--- src/verilog/adc_seq_pkg.sv ---
// Contract
// - Module enable set runs the converter; cleared turns the converter off.
// - Idle stop set halts operation in Idle mode; cleared keeps running.
// - Build mode set gives stand-alone buffer addresses; cleared gives scatter/gather addresses.
// - Resolution select set is 12-bit one channel; cleared is 10-bit four channels.
// - 10-bit format 00 zero-extends; 01 fills bits 15..9 with inverted bit 9.
// - 12-bit format 00 zero-extends; 01 fills upper bits with inverted bit 11.
// - Trigger 111 sample counter, 001 pin edge, 000 software clearing sample bit.
// - Trigger 100 and 010 use timer compare events of two timers.
// - Simultaneous sample groups channels per channel count; absent in 12-bit mode.
// - Auto-sample starts sampling right after conversion and sets sample bit.
// - Software sets sample bit; code 000 software ends it; else hardware clears.
// - Completion flag set at end, cleared at start; software only clears it.
// - Reference field selects supply, ground or external references per code.
// - Scan enable steps channel 0 input through scan list during Sample A.
// - Channel count converts 0-3, 0-1 or 0; reads zero in 12-bit mode.
// - Buffer half status reads one while second half fills, zero for first.
// - Increment rate N gives address step or event every N+1 operations.
// - Split buffer alternates halves per event; otherwise restart at buffer start.
// - Alternate input mode alternates Sample A and Sample B selections.
// - Clock source bit selects RC oscillator when set, system clock otherwise.
// - Auto sample time sets 0 to 31 conversion clocks, used with code 111.
// - Divider sets conversion clock to instruction cycles times field plus one.
package adc_seq_pkg;

  // ----------------------------------------------------------------
  // Register map and write masks
  // ----------------------------------------------------------------
  localparam logic [7:0]  ADDR_CTRL_ONE   = 8'h00;
  localparam logic [7:0]  ADDR_CTRL_TWO   = 8'h04;
  localparam logic [7:0]  ADDR_CTRL_THREE = 8'h08;
  localparam logic [7:0]  ADDR_RESULT     = 8'h0C;
  localparam logic [15:0] CTRL_ONE_WMASK   = 16'hB7EC;
  localparam logic [15:0] CTRL_TWO_WMASK   = 16'hE73F;
  localparam logic [15:0] CTRL_THREE_WMASK = 16'h9FFF;
  localparam logic [15:0] CTRL_RESET       = 16'h0000;
  localparam int          SAMPLE_BIT_POS   = 1;
  localparam int          DONE_BIT_POS     = 0;
  localparam int          CONV_TADS_DEF    = 12;

  // ----------------------------------------------------------------
  // Codes
  // ----------------------------------------------------------------
  localparam logic [2:0] TRIG_SOFT  = 3'h0;
  localparam logic [2:0] TRIG_PIN   = 3'h1;
  localparam logic [2:0] TRIG_TMR_B = 3'h2;
  localparam logic [2:0] TRIG_TMR_A = 3'h4;
  localparam logic [2:0] TRIG_AUTO  = 3'h7;
  localparam logic [1:0] FMT_SIGNED = 2'h1;
  localparam logic [2:0] REF_EXT_P  = 3'h1;
  localparam logic [2:0] REF_EXT_N  = 3'h2;
  localparam logic [2:0] REF_EXT_PN = 3'h3;

  typedef enum logic [1:0] {ST_OFF, ST_IDLE, ST_SAMPLE, ST_CONVERT} seq_state_t;

  typedef struct packed {
    logic       module_enable;
    logic       rsv14;
    logic       idle_stop;
    logic       dma_build_mode;
    logic       rsv11;
    logic       resolution_select;
    logic [1:0] output_format;
    logic [2:0] trigger_source;
    logic       rsv4;
    logic       simultaneous_sample;
    logic       auto_sample_start;
    logic       sample_bit;
    logic       done;
  } ctrl_one_t;

  typedef struct packed {
    logic [2:0] reference_config;
    logic [1:0] rsv12;
    logic       scan_enable;
    logic [1:0] channel_count;
    logic       buffer_half_status;
    logic       rsv6;
    logic [3:0] increment_rate;
    logic       split_buffer_mode;
    logic       alternate_input_mode;
  } ctrl_two_t;

  typedef struct packed {
    logic       conv_clock_source;
    logic [1:0] rsv13;
    logic [4:0] auto_sample_time;
    logic [7:0] conv_clock_divider;
  } ctrl_three_t;

  typedef struct packed {
    logic        valid;
    logic [1:0]  channel;
    logic [15:0] data;
  } result_t;

endpackage

--- src/verilog/adc_sequencing_control.sv ---
`timescale 1ns/10ps
module adc_sequencing_control
  import adc_seq_pkg::*;
#(
  parameter int CONV_TADS      = CONV_TADS_DEF,
  parameter int ADDR_W         = 8,
  parameter int WORDS_LOG2     = 2,
  parameter int BUF_DEPTH_LOG2 = 4
) (
  input  wire logic              hclk,
  input  wire logic              hresetn,
  input  wire logic              hsel,
  input  wire logic [31:0]       haddr,
  input  wire logic [1:0]        htrans,
  input  wire logic              hwrite,
  input  wire logic [2:0]        hsize,
  input  wire logic [31:0]       hwdata,
  input  wire logic              hready,
  output logic                   hreadyout,
  output logic                   hresp,
  output logic [31:0]            hrdata,
  input  wire logic              idle_mode,
  input  wire logic              external_interrupt_pin0,
  input  wire logic              timer_a_match,
  input  wire logic              timer_b_match,
  input  wire logic              rc_osc_clock,
  input  wire logic [11:0]       conv_data,
  output logic                   module_on,
  output logic [3:0]             sample_hold,
  output logic                   converting,
  output logic                   sample_b_sel,
  output logic                   scan_step,
  output logic                   vref_pos_ext,
  output logic                   vref_neg_ext,
  output result_t                result,
  output logic [ADDR_W-1:0]      dma_addr,
  output logic                   seq_event
);

  // ----------------------------------------------------------------
  // Declarations
  // ----------------------------------------------------------------
  ctrl_one_t        c1_q;
  ctrl_two_t        c2_q;
  ctrl_three_t      c3_q;
  seq_state_t       state_q;
  logic             ap_wr_q, ap_rd_q;
  logic [7:0]       ap_addr_q;
  logic             pin_meta_q, pin_sync_q, pin_prev_q;
  logic             rc_meta_q, rc_sync_q, rc_prev_q;
  logic [7:0]       div_cnt_q;
  logic [4:0]       sample_bit_cnt_q;
  logic [7:0]       tad_cnt_q;
  logic [1:0]       ch_q;
  logic             done_q;
  logic [3:0]       op_cnt_q;
  logic [BUF_DEPTH_LOG2-1:0] buf_ptr_q;
  logic [WORDS_LOG2-1:0]     word_idx_q;
  logic             half_q;
  logic             use_b_q;
  logic             run, tad_tick, wr_c1, sw_start, sw_end, end_sample;
  logic             conv_start, res_done, seq_end, rate_hit, res12, simultaneous_sample_eff;
  logic [1:0]       last_ch, chps_eff;
  logic [3:0]       sample_bit_mask;
  logic [15:0]      rd_val;
  ctrl_one_t        c1_view;
  ctrl_two_t        c2_view;

  // Result formatting used by the result path only; the checks compute their own
  function automatic logic [15:0] fmt_result(input logic [11:0] d, input logic r12,
                                             input logic [1:0] form);
    if (r12) begin
      fmt_result = (form == FMT_SIGNED) ? {{5{~d[11]}}, d[10:0]} : {4'h0, d};
    end else begin
      fmt_result = (form == FMT_SIGNED) ? {{7{~d[9]}}, d[8:0]} : {6'h00, d[9:0]};
    end
  endfunction

  // ----------------------------------------------------------------
  // AHB-Lite slave
  // ----------------------------------------------------------------
  // Address phase capture; reads take one wait state so write data lands first
  always_ff @(posedge hclk or negedge hresetn) begin
    if (!hresetn) begin
      ap_wr_q   <= 1'b0;
      ap_rd_q   <= 1'b0;
      ap_addr_q <= 8'h00;
    end else if (hready) begin
      ap_wr_q   <= hsel & htrans[1] & hwrite;
      ap_rd_q   <= hsel & htrans[1] & ~hwrite;
      ap_addr_q <= haddr[7:0];
    end else begin
      ap_rd_q   <= 1'b0;
    end
  end

  // Ready low for the first read data cycle, read data loaded then
  always_ff @(posedge hclk or negedge hresetn) begin
    if (!hresetn) begin
      hreadyout <= 1'b1;
      hrdata    <= 32'h0000_0000;
      hresp     <= 1'b0;
    end else begin
      hresp <= 1'b0;
      if (hready && hsel && htrans[1] && !hwrite) begin
        hreadyout <= 1'b0;
      end else if (ap_rd_q) begin
        hreadyout <= 1'b1;
        hrdata    <= {16'h0000, rd_val};
      end
    end
  end

  // Read views: hardware-owned bits and 12-bit unimplemented fields
  always_comb begin
    c1_view                     = c1_q;
    c1_view.simultaneous_sample = c1_q.simultaneous_sample & ~res12;
    c1_view.sample_bit          = (state_q == ST_SAMPLE);
    c1_view.done                = done_q;
    c2_view                     = c2_q;
    c2_view.channel_count       = chps_eff;
    c2_view.buffer_half_status  = half_q;
    case (ap_addr_q)
      ADDR_CTRL_ONE:   rd_val = c1_view;
      ADDR_CTRL_TWO:   rd_val = c2_view;
      ADDR_CTRL_THREE: rd_val = c3_q;
      ADDR_RESULT:     rd_val = result.data;
      default:         rd_val = 16'h0000;
    endcase
  end

  assign wr_c1 = ap_wr_q && (ap_addr_q == ADDR_CTRL_ONE);

  // Control registers; only writable bits are stored
  always_ff @(posedge hclk or negedge hresetn) begin
    if (!hresetn) begin
      c1_q <= ctrl_one_t'(CTRL_RESET);
      c2_q <= ctrl_two_t'(CTRL_RESET);
      c3_q <= ctrl_three_t'(CTRL_RESET);
    end else if (ap_wr_q) begin
      if (ap_addr_q == ADDR_CTRL_ONE) c1_q <= ctrl_one_t'(hwdata[15:0] & CTRL_ONE_WMASK);
      if (ap_addr_q == ADDR_CTRL_TWO) c2_q <= ctrl_two_t'(hwdata[15:0] & CTRL_TWO_WMASK);
      if (ap_addr_q == ADDR_CTRL_THREE) begin
        c3_q <= ctrl_three_t'(hwdata[15:0] & CTRL_THREE_WMASK);
      end
    end
  end

  // ----------------------------------------------------------------
  // Synchronisers and conversion clock
  // ----------------------------------------------------------------
  // Pin and RC oscillator cross in through two flops each
  always_ff @(posedge hclk or negedge hresetn) begin
    if (!hresetn) begin
      pin_meta_q <= 1'b0;
      pin_sync_q <= 1'b0;
      pin_prev_q <= 1'b0;
      rc_meta_q  <= 1'b0;
      rc_sync_q  <= 1'b0;
      rc_prev_q  <= 1'b0;
    end else begin
      pin_meta_q <= external_interrupt_pin0;
      pin_sync_q <= pin_meta_q;
      pin_prev_q <= pin_sync_q;
      rc_meta_q  <= rc_osc_clock;
      rc_sync_q  <= rc_meta_q;
      rc_prev_q  <= rc_sync_q;
    end
  end

  assign run      = c1_q.module_enable & ~(c1_q.idle_stop & idle_mode);
  assign res12    = c1_q.resolution_select;
  assign chps_eff = res12 ? 2'h0 : c2_q.channel_count;
  assign simultaneous_sample_eff = c1_q.simultaneous_sample & ~res12;
  assign last_ch  = chps_eff[1] ? 2'h3 : {1'b0, chps_eff[0]};
  // RC edge or divided system clock; the RC rate must stay well below hclk/2
  assign tad_tick = c3_q.conv_clock_source ? (rc_sync_q & ~rc_prev_q)
                                           : (div_cnt_q == c3_q.conv_clock_divider);

  // Divider: one hclk per instruction cycle, period field plus one
  always_ff @(posedge hclk or negedge hresetn) begin
    if (!hresetn) begin
      div_cnt_q <= 8'h00;
    end else if (!run || div_cnt_q == c3_q.conv_clock_divider) begin
      div_cnt_q <= 8'h00;
    end else begin
      div_cnt_q <= div_cnt_q + 8'h01;
    end
  end

  // ----------------------------------------------------------------
  // Sequencer
  // ----------------------------------------------------------------
  assign sw_start = wr_c1 && hwdata[SAMPLE_BIT_POS] && !c1_q.auto_sample_start;
  assign sw_end   = wr_c1 && !hwdata[SAMPLE_BIT_POS];

  // Trigger selection; reserved codes never end sampling
  always_comb begin
    case (c1_q.trigger_source)
      TRIG_SOFT:  end_sample = sw_end;
      TRIG_PIN:   end_sample = pin_sync_q & ~pin_prev_q;
      TRIG_TMR_A: end_sample = timer_a_match;
      TRIG_TMR_B: end_sample = timer_b_match;
      TRIG_AUTO:  end_sample = (sample_bit_cnt_q == c3_q.auto_sample_time);
      default:    end_sample = 1'b0;
    endcase
  end

  assign conv_start = run && (state_q == ST_SAMPLE) && end_sample;
  assign res_done   = run && (state_q == ST_CONVERT) && tad_tick &&
                      (tad_cnt_q == 8'(CONV_TADS - 1));
  assign seq_end    = res_done && (ch_q == last_ch);
  assign rate_hit   = seq_end && (op_cnt_q == c2_q.increment_rate);

  // Main state machine
  always_ff @(posedge hclk or negedge hresetn) begin
    if (!hresetn) begin
      state_q <= ST_OFF;
    end else if (!run) begin
      state_q <= ST_OFF;
    end else begin
      case (state_q)
        ST_OFF:     state_q <= ST_IDLE;
        ST_IDLE: begin
          if (c1_q.auto_sample_start || sw_start) state_q <= ST_SAMPLE;
        end
        ST_SAMPLE: begin
          if (end_sample) state_q <= ST_CONVERT;
        end
        ST_CONVERT: begin
          if (seq_end) state_q <= c1_q.auto_sample_start ? ST_SAMPLE : ST_IDLE;
        end
        default:    state_q <= ST_OFF;
      endcase
    end
  end

  // Sample time counter in conversion clocks
  always_ff @(posedge hclk or negedge hresetn) begin
    if (!hresetn) begin
      sample_bit_cnt_q <= 5'h00;
    end else if (state_q != ST_SAMPLE || end_sample) begin
      sample_bit_cnt_q <= 5'h00;
    end else if (tad_tick && sample_bit_cnt_q != c3_q.auto_sample_time) begin
      sample_bit_cnt_q <= sample_bit_cnt_q + 5'h01;
    end
  end

  // Per-result conversion clocks and channel index
  always_ff @(posedge hclk or negedge hresetn) begin
    if (!hresetn) begin
      tad_cnt_q <= 8'h00;
      ch_q      <= 2'h0;
    end else if (state_q != ST_CONVERT) begin
      tad_cnt_q <= 8'h00;
      ch_q      <= 2'h0;
    end else if (res_done) begin
      tad_cnt_q <= 8'h00;
      ch_q      <= seq_end ? 2'h0 : ch_q + 2'h1;
    end else if (tad_tick) begin
      tad_cnt_q <= tad_cnt_q + 8'h01;
    end
  end

  // Completion flag: hardware set wins over software clear
  always_ff @(posedge hclk or negedge hresetn) begin
    if (!hresetn) begin
      done_q <= 1'b0;
    end else if (seq_end) begin
      done_q <= 1'b1;
    end else if (conv_start || (wr_c1 && !hwdata[DONE_BIT_POS])) begin
      done_q <= 1'b0;
    end
  end

  // Alternate Sample A/B selection, toggled at each end of sampling
  always_ff @(posedge hclk or negedge hresetn) begin
    if (!hresetn) begin
      use_b_q <= 1'b0;
    end else if (!c2_q.alternate_input_mode || !run) begin
      use_b_q <= 1'b0;
    end else if (conv_start) begin
      use_b_q <= ~use_b_q;
    end
  end

  // ----------------------------------------------------------------
  // Buffer pointers and event rate
  // ----------------------------------------------------------------
  always_ff @(posedge hclk or negedge hresetn) begin
    if (!hresetn) begin
      op_cnt_q   <= 4'h0;
      buf_ptr_q  <= '0;
      word_idx_q <= '0;
      half_q     <= 1'b0;
    end else if (!run) begin
      op_cnt_q   <= 4'h0;
      buf_ptr_q  <= '0;
      word_idx_q <= '0;
      half_q     <= 1'b0;
    end else begin
      if (!c2_q.split_buffer_mode) half_q <= 1'b0;
      if (rate_hit) begin
        op_cnt_q   <= 4'h0;
        word_idx_q <= word_idx_q + WORDS_LOG2'(1);
        if (c2_q.split_buffer_mode) begin
          half_q    <= ~half_q;
          buf_ptr_q <= {~half_q, {(BUF_DEPTH_LOG2-1){1'b0}}};
        end else begin
          buf_ptr_q <= '0;
        end
      end else begin
        if (seq_end) op_cnt_q <= op_cnt_q + 4'h1;
        if (res_done) buf_ptr_q <= buf_ptr_q + BUF_DEPTH_LOG2'(1);
      end
    end
  end

  // ----------------------------------------------------------------
  // Outputs
  // ----------------------------------------------------------------
  // Channels still tracking: all up to last_ch in sampling, unconverted ones if sequential
  generate
    for (genvar k = 0; k < 4; k++) begin : g_hold
      assign sample_bit_mask[k] = (2'(k) <= last_ch) &&
                            ((state_q == ST_SAMPLE) ||
                             (state_q == ST_CONVERT && !simultaneous_sample_eff && 2'(k) > ch_q));
    end
  endgenerate

  always_ff @(posedge hclk or negedge hresetn) begin
    if (!hresetn) begin
      module_on    <= 1'b0;
      sample_hold  <= 4'h0;
      converting   <= 1'b0;
      sample_b_sel <= 1'b0;
      scan_step    <= 1'b0;
      vref_pos_ext <= 1'b0;
      vref_neg_ext <= 1'b0;
    end else begin
      module_on    <= run;
      sample_hold  <= sample_bit_mask;
      converting   <= (state_q == ST_CONVERT);
      sample_b_sel <= use_b_q;
      scan_step    <= conv_start && c2_q.scan_enable && !use_b_q;
      vref_pos_ext <= (c2_q.reference_config == REF_EXT_P) ||
                      (c2_q.reference_config == REF_EXT_PN);
      vref_neg_ext <= (c2_q.reference_config == REF_EXT_N) ||
                      (c2_q.reference_config == REF_EXT_PN);
    end
  end

  // Result word and its DMA address, one pulse per converted channel
  always_ff @(posedge hclk or negedge hresetn) begin
    if (!hresetn) begin
      result    <= '0;
      dma_addr  <= '0;
      seq_event <= 1'b0;
    end else begin
      result.valid <= res_done;
      seq_event    <= rate_hit;
      if (res_done) begin
        result.channel <= ch_q;
        result.data    <= fmt_result(conv_data, res12, c1_q.output_format);
        if (c1_q.dma_build_mode) begin
          dma_addr <= ADDR_W'(buf_ptr_q);
        end else begin
          dma_addr <= ADDR_W'({ch_q, word_idx_q});
        end
      end
    end
  end
endmodule

--- config.mk ---
export PLATFORM = sky130hd
export DESIGN_NAME = adc_sequencing_control
export DESIGN_NICKNAME = d
export VERILOG_FILES = /design/src/verilog/adc_seq_pkg.sv /design/src/verilog/adc_sequencing_control.sv
export SDC_FILE = /design/constraint.sdc
export NUM_CORES = 1
export LEC_CHECK = 0
export ABC_CLOCK_PERIOD_IN_PS = 2800
export BUFFER_PORTS_ARGS = -buffer_cell sky130_fd_sc_hd__clkbuf_2
export CELL_PAD_IN_SITES_DETAIL_PLACEMENT = 1
export CELL_PAD_IN_SITES_GLOBAL_PLACEMENT = 1
export CORE_MARGIN = 2
export CORE_UTILIZATION = 41
export DETAILED_ROUTE_END_ITERATION = 6
export PLACE_DENSITY = 0.78
export SLEW_MARGIN = 20
export SYNTH_ARGS = -nofsm -noshare
export SYNTH_HDL_FRONTEND = slang
export SYNTH_SLANG_ARGS = --single-unit
export TNS_END_PERCENT = 10
--- constraint.sdc ---
create_clock -name hclk -period 2.8 [get_ports hclk]
set_input_delay 0.14 -clock hclk [delete_from_list [all_inputs] [get_ports hclk]]
set_output_delay 0.14 -clock hclk [all_outputs]
set_load 0.02 [all_outputs]
==> results of run 1 <==
registers in the layout, indices dropped and copies added (netlist names), 2 cells and up:
| name | flops |
|---|---|
| sample_bit_cnt_q | 5 |
| buf_ptr_q | 4 |
| tad_cnt_q | 8 |
| word_idx_q | 2 |
| div_cnt_q | 8 |
| c2_q | 12 |
| ch_q | 2 |
| dma_addr | 4 |
| hrdata | 16 |
| result | 16 |
| sample_hold | 4 |
| op_cnt_q | 4 |
| ap_addr_q | 8 |
| c3_q | 14 |
| state_q | 2 |
| c1_q | 10 |
critical path: cells and delay by family, from the launching register on:
kind / cells / cell delay, ns
DFF: 1 / 0.45
xor gates and xnor gates: 1 / 0.23
AOI/OAI and AO/OA: 2 / 0.64
buffers and inverters: 1 / 0.24
and+or+nand+nor: 3 / 0.81
cell usage after synthesis, types with 3 or more instances:
| library cell | n |
|---|---|
| a21oi_1 | 24 |
| a221oi_1 | 9 |
| a22o_1 | 3 |
| and3_1 | 9 |
| buf_1 | 3 |
| buf_2 | 3 |
| buf_4 | 25 |
| clkbuf_1 | 13 |
| dfrtp_1 | 138 |
| ha_1 | 10 |
| inv_1 | 16 |
| mux2_2 | 45 |
| mux2i_1 | 15 |
| nand2_1 | 78 |
| nand3_1 | 21 |
| nand4_1 | 7 |
| nand4b_1 | 3 |
| nor2_1 | 43 |
| nor2b_1 | 6 |
| nor3_1 | 6 |
| o21ai_0 | 38 |
| o31ai_1 | 3 |
| or4_1 | 3 |
| xnor2_1 | 12 |
| xor2_1 | 20 |
metrics by stage:
step | hold WS, ns | util (%) | instance area (µm²) | setup WS [ns]
after floorplan | -0.156 | - | 6690 | 0.636
after global placement | 0.154 | 46.3 | 7320 | 0.484
after detailed placement | 0.166 | 46.3 | 7320 | 0.385
after CTS | 0.0000712 | 52.2 | 8270 | 0.344
after global routing | 0.0147 | 52.2 | 8270 | 0.281
final | 0.0103 | 52.2 | 8270 | 0.334
final cells by class:
class / instances / area (µm²) / share of cell area, %
clock buffer: 17 / 425 / 5.14
clock inverter: 15 / 189 / 2.28
inverter: 17 / 63.8 / 0.772
multi-input combinational: 427 / 2860 / 34.5
sequential: 139 / 3480 / 42.1
tap: 216 / 270 / 3.27
timing repair buffer: 150 / 985 / 11.9
layer usage:
metal  vias to the layer above  part of all wire [%]  GRT usage, %
li1                       2381                     -             -
met4                         0                   2.8          10.8
met3                        42                   4.0          4.56
met2                       137                    51          41.6
met1                      2712                    42          30.3
met5                         -                     0             0
kinds of logic after synthesis:
logic type,count (synthesis),synth area share (%)
AND/OR/NAND/NOR,203,15.5
adder cells (fa/ha/maj),10,1.89
multiplexers,62,10.6
XOR/XNOR,32,4.24
flip-flops,139,52.6
buffers and inverters,64,5.35
other,1,0.0567
AO/OA/AOI/OAI,99,9.78
placed cells by master (no fill, tap or decap), types with 7 or more instances in the layout:
cell type,n
dfrtp_1,138
clkbuf_2,96
nand2_1,78
mux2_2,45
nor2_1,43
o21ai_0,38
dlygate4sd3_1,33
a21oi_1,24
nand3_1,21
conb_1,21
xor2_1,20
buf_4,19
clkbuf_16,17
inv_1,16
mux2i_1,15
xnor2_1,12
ha_1,10
and3_1,9
a221oi_1,9
nand4_1,7
power breakdown:
| part | switching, mW | internal [mW] | total (mW) |
|---|---|---|---|
| sequential | 0.0622 | 2.07 | 2.13 |
| clock | 0.938 | 1.41 | 2.35 |
| combinational | 0.246 | 0.171 | 0.417 |
| total | 1.25 | 3.66 | 4.90 |
repair_timing:
action	4_1_cts	5_1_grt
gates resized for setup	0	0
endpoints found under the hold margin	104	0
hold buffers	33	0
worst paths after layout:
path,start,end,slack [ns],depth (start not counted)
max,div_cnt_q[0],tad_cnt_q[7],0.33,7
min,hwdata[9],c1_q[9],0.01,2
max reg2reg,div_cnt_q[0],tad_cnt_q[7],0.33,7
min reg2reg,rc_meta_q,rc_sync_q,0.35,0
max in group asynchronous,hresetn,sample_hold[1],1.70,3
min in group asynchronous,hresetn,result[6],0.26,2
==> qor.yml, run 1 <==
status:
  status: "finished clean"
power:
  power_density_mw_per_mm2: 593
  p_total_mw: 4.90
  p_leak_nw: 3.88
  vdd_drop_max_mv: 0.475
sta:
  worst_slew_pin_slew_ns: 0.680
  relSlewSlack_pct: 54.7
  drv_slew: 0
  fmax_mhz: 406
  setup-violations-final: 0
  clock_skew_ns: 0.00852
  fin_setup_tns_ns: 0
  post-route-period-util_pct: 88.1
  grt_setup_unrepaired: "no"
  final.min_clock_period_ns: 2.47
  hold_viol_final: 0
critical_path:
  worstPathRequired_ns: 3.15
  critPathCaptureType: "flop"
  worst_path_max_delay_cell: "o31ai_4"
  crit_type: "reg -> reg"
  arrival_ns: 2.82
  slowest_delay_ns: 0.48
  worst-path-max-fanout: 6
  critPathLaunchType: "flop"
  cp_cell_sequence: "xnor2_1 -> nand4_1 -> o31ai_4 -> buf_4 -> nand2_1 -> or4_1 -> a21oi_1"
finish:
  antennaDiodeCount: 0
  drive_gt1_share_pct: 28.2
  final_net_count: 853
  instances_no_fill: 981
  nFillCells: 1736
  area_growth_syn_to_layout_pct: 25.0
floorplanning:
  pin_count: 163
  die_x_um: 131
  core_area_mm2: 0.0158
  die_height_um: 131
  placementRows: 46
  start_util_pct: 41.8
  die-area_mm2: 0.0172
placed_design:
  gp_congestion: 0.878
  port_buffers: 97
  dp_cells: 916
  hpwl_um: 13600
cts:
  cts_buffer_depth: 2
  h-tree-depth: 4
  cts_setup_buffers: 0
  clkTransAtPathRegs_ns: 0.06
  insertion_delay_ns: 0.44
  cts_sinks: 139
  cts_root_buffer: "clkbuf_16"
  cts_tree: "yes"
  cts-buffers-inserted: 17
min_path:
  hold_path.class: "in -> reg"
routing:
  vias: 5272
  wl_per_cell_um: 20.4
  first_pass_iters: 4
  ant_nets: 0
  avgViaCountPerCell: 5.37
  drc: 0
  drt_wl_total_um: 20000
  drt_iter0_drc: 360
grt:
  overflow: 0
  grt_pass1_vias: 5673
  grt_pass1_wl_um: 31200
  antenna_found_initial: 0
  grt_usage_pct: 24.4
  grt_max_degree: 78
synthesis:
  yosys_most_used_dff: "dfrtp_1"
  yosysWarnings: 0
  async_flop_share_pct: 100
  synth_area_mm2: 0.00662
  synth.distinct_cells: 70
  yosysTopAreaCellShare_pct: 52.2
  yosysTopAreaCell: "dfrtp_1"
  ys_seq_area_share_pct: 52.6
  synth_edf_count: 0
  avgSynthCellArea_um2: 10.8
  syn_inst: 610
  synth.area.top_cells: "dfrtp_1, mux2_2, nand2_1, o21ai_0, buf_4"
  synth_seq_cells: 139
run:
  drv_cap: 0
Power figures use the tool's default switching activity.
==> run 2: changes to the inputs <==
- BUFFER_PORTS_ARGS: -buffer_cell sky130_fd_sc_hd__clkbuf_2 -> -buffer_cell sky130_fd_sc_hd__buf_2
- CORE_UTILIZATION: 41 -> 43
- CTS_BUF_LIST: default -> sky130_fd_sc_hd__clkbuf_8
- PLACE_DENSITY: 0.78 -> 0.82
==> run 2 against run 1 <==
Effect of this change:
- fmax fell by 3.8%
- worst setup slack got worse by 0.097 ns
- routed wire length fell by 0.47%
- flip-flop and latch count did not move
- critical path type unchanged
==> qor.yml, run 2 (same netlist as run 1, synthesis figures left out) <==
status:
  status: "finished clean"
sta:
  grt_setup_unrepaired: "no"
  final.min_clock_period_ns: 2.56
  fmax_mhz: 390
  relSlewSlack_pct: 42.2
  setup-violations-final: 0
  worst_slew_pin_slew_ns: 0.845
  hold_viol_final: 0
  clock_skew_ns: 0.0166
  drv_slew: 0
  fin_setup_tns_ns: 0
  setup_ws_ns: 0.237
  post-route-period-util_pct: 91.5
cts:
  ctsResizeCount: 0
  cts_tree: "yes"
  h-tree-depth: 4
  insertion_delay_ns: 0.47
  cts_root_buffer: "clkbuf_8"
  cts_setup_buffers: 0
  hold_buffers: 41
  cts_sinks: 139
  clkTransAtPathRegs_ns: 0.08
  cts_buffer_depth: 2
  cts-buffers-inserted: 17
power:
  vdd_drop_max_mv: 0.341
  power_density_mw_per_mm2: 542
  p_leak_nw: 3.86
placed_design:
  port_buffers: 97
  placed_area_mm2: 0.00725
  gp_congestion: 0.881
  hpwl_um: 13300
  pre_cts_slack_ns: 0.316
finish:
  most-common-layout-cells: "dfrtp_1, buf_2, nand2_1"
  drive_gt1_share_pct: 27.2
  stdcell_area_mm2: 0.00811
  area_growth_syn_to_layout_pct: 22.6
  reg_top3: "hrdata x16, result x16, c3_q x14"
  final_net_count: 856
  final_common_cell: "dfrtp_1"
run:
  drv_cap: 0
floorplanning:
  die-area_mm2: 0.0164
  die_x_um: 128
  pin_count: 163
  die_height_um: 128
  core_area_mm2: 0.0151
  placementRows: 45
  start_util_pct: 43.8
routing:
  ant_nets: 0
  drt_iter0_drc: 314
  avgViaCountPerCell: 5.61
  first_pass_iters: 5
  vias: 5373
  wl_per_cell_um: 20.8
  drt_wl_total_um: 19900
  drc: 0
critical_path:
  worst-path-max-fanout: 10
  crit_type: "reg -> reg"
  critPathLaunchType: "flop"
  arrival_ns: 2.95
  critPathCaptureType: "flop"
  worstPathRequired_ns: 3.19
grt:
  grt_pass1_vias: 5878
  grt_usage_pct: 26.1
  antenna_found_initial: 1
  overflow: 0
  grt_pass1_wl_um: 32400
  grt_max_degree: 80
min_path:
  hold_path.class: "in -> reg"
-- run 2: changes by cell type in the layout (fill, tap and decap cells not counted), sizes merged --
cell,previous run,this run
clkbuf,113,20
buf,21,112
dlygate4sd3,33,41
clkinvlp,4,2
bufinv,3,4
clkinv,5,4
diode,0,1
inv,20,19
-- run 2: layer usage --
layer	vias to the layer above	wire length (µm)	track usage, %
li1	2382	-	-
met1	2783	8580	32.8
met2	163	10100	44.3
met3	45	654	3.92
met4	0	657	12.7
met5	-	0	0
-- run 2: worst paths after layout --
path | startpoint | end | slack [ns] | cells after the start
worst max-delay path | tad_cnt_q[0] | op_cnt_q[2] | 0.24 | 6
worst min-delay path | hsel | ap_rd_q | 0.05 | 3
worst max register to register | tad_cnt_q[0] | op_cnt_q[2] | 0.24 | 6
worst min register to register | pin_meta_q | pin_sync_q | 0.35 | 0
max in group asynchronous | hresetn | div_cnt_q[4] | 1.69 | 3
min in group asynchronous | hresetn | hrdata[2] | 0.27 | 2
-- run 2: area by class of cell --
| cell class | count | area (µm²) |
|---|---|---|
| sequential | 139 | 3480 |
| tap | 188 | 235 |
| fill | 1655 | 6980 |
| clock inverter | 12 | 170 |
| inverter | 17 | 63.8 |
| antenna | 1 | 2.50 |
| multi-input combinational | 427 | 2860 |
| timing repair buffer | 153 | 1030 |
| clock buffer | 20 | 275 |
-- run 2: power by group --
group / leakage, nW / switching, mW / internal, mW
sequential: 1.83 / 0.0663 / 2.07
clock: 0.228 / 0.807 / 1.04
combinational: 1.81 / 0.245 / 0.176
-- run 2: critical path, cell delays in order, from the launching register on --
cell and delay (ns):
dfrtp_1 0.44, ha_1 0.25, nor4b_1 0.44, and3_1 0.51, nand3_4 0.20, or4b_1 0.51
a21oi_1 0.15
-- run 2: stage by stage --
stage               power (mW)  cells  utilization [%]  hold slack, ns
finish                    4.40    957             53.7          0.0483
global route              4.57    957             53.7          0.0631
CTS                       4.42    956             53.7         0.00536
detailed placement        2.54    883             48.1           0.234
global placement          2.51    883             48.1           0.217
floorplan                 2.39    630                -          -0.156
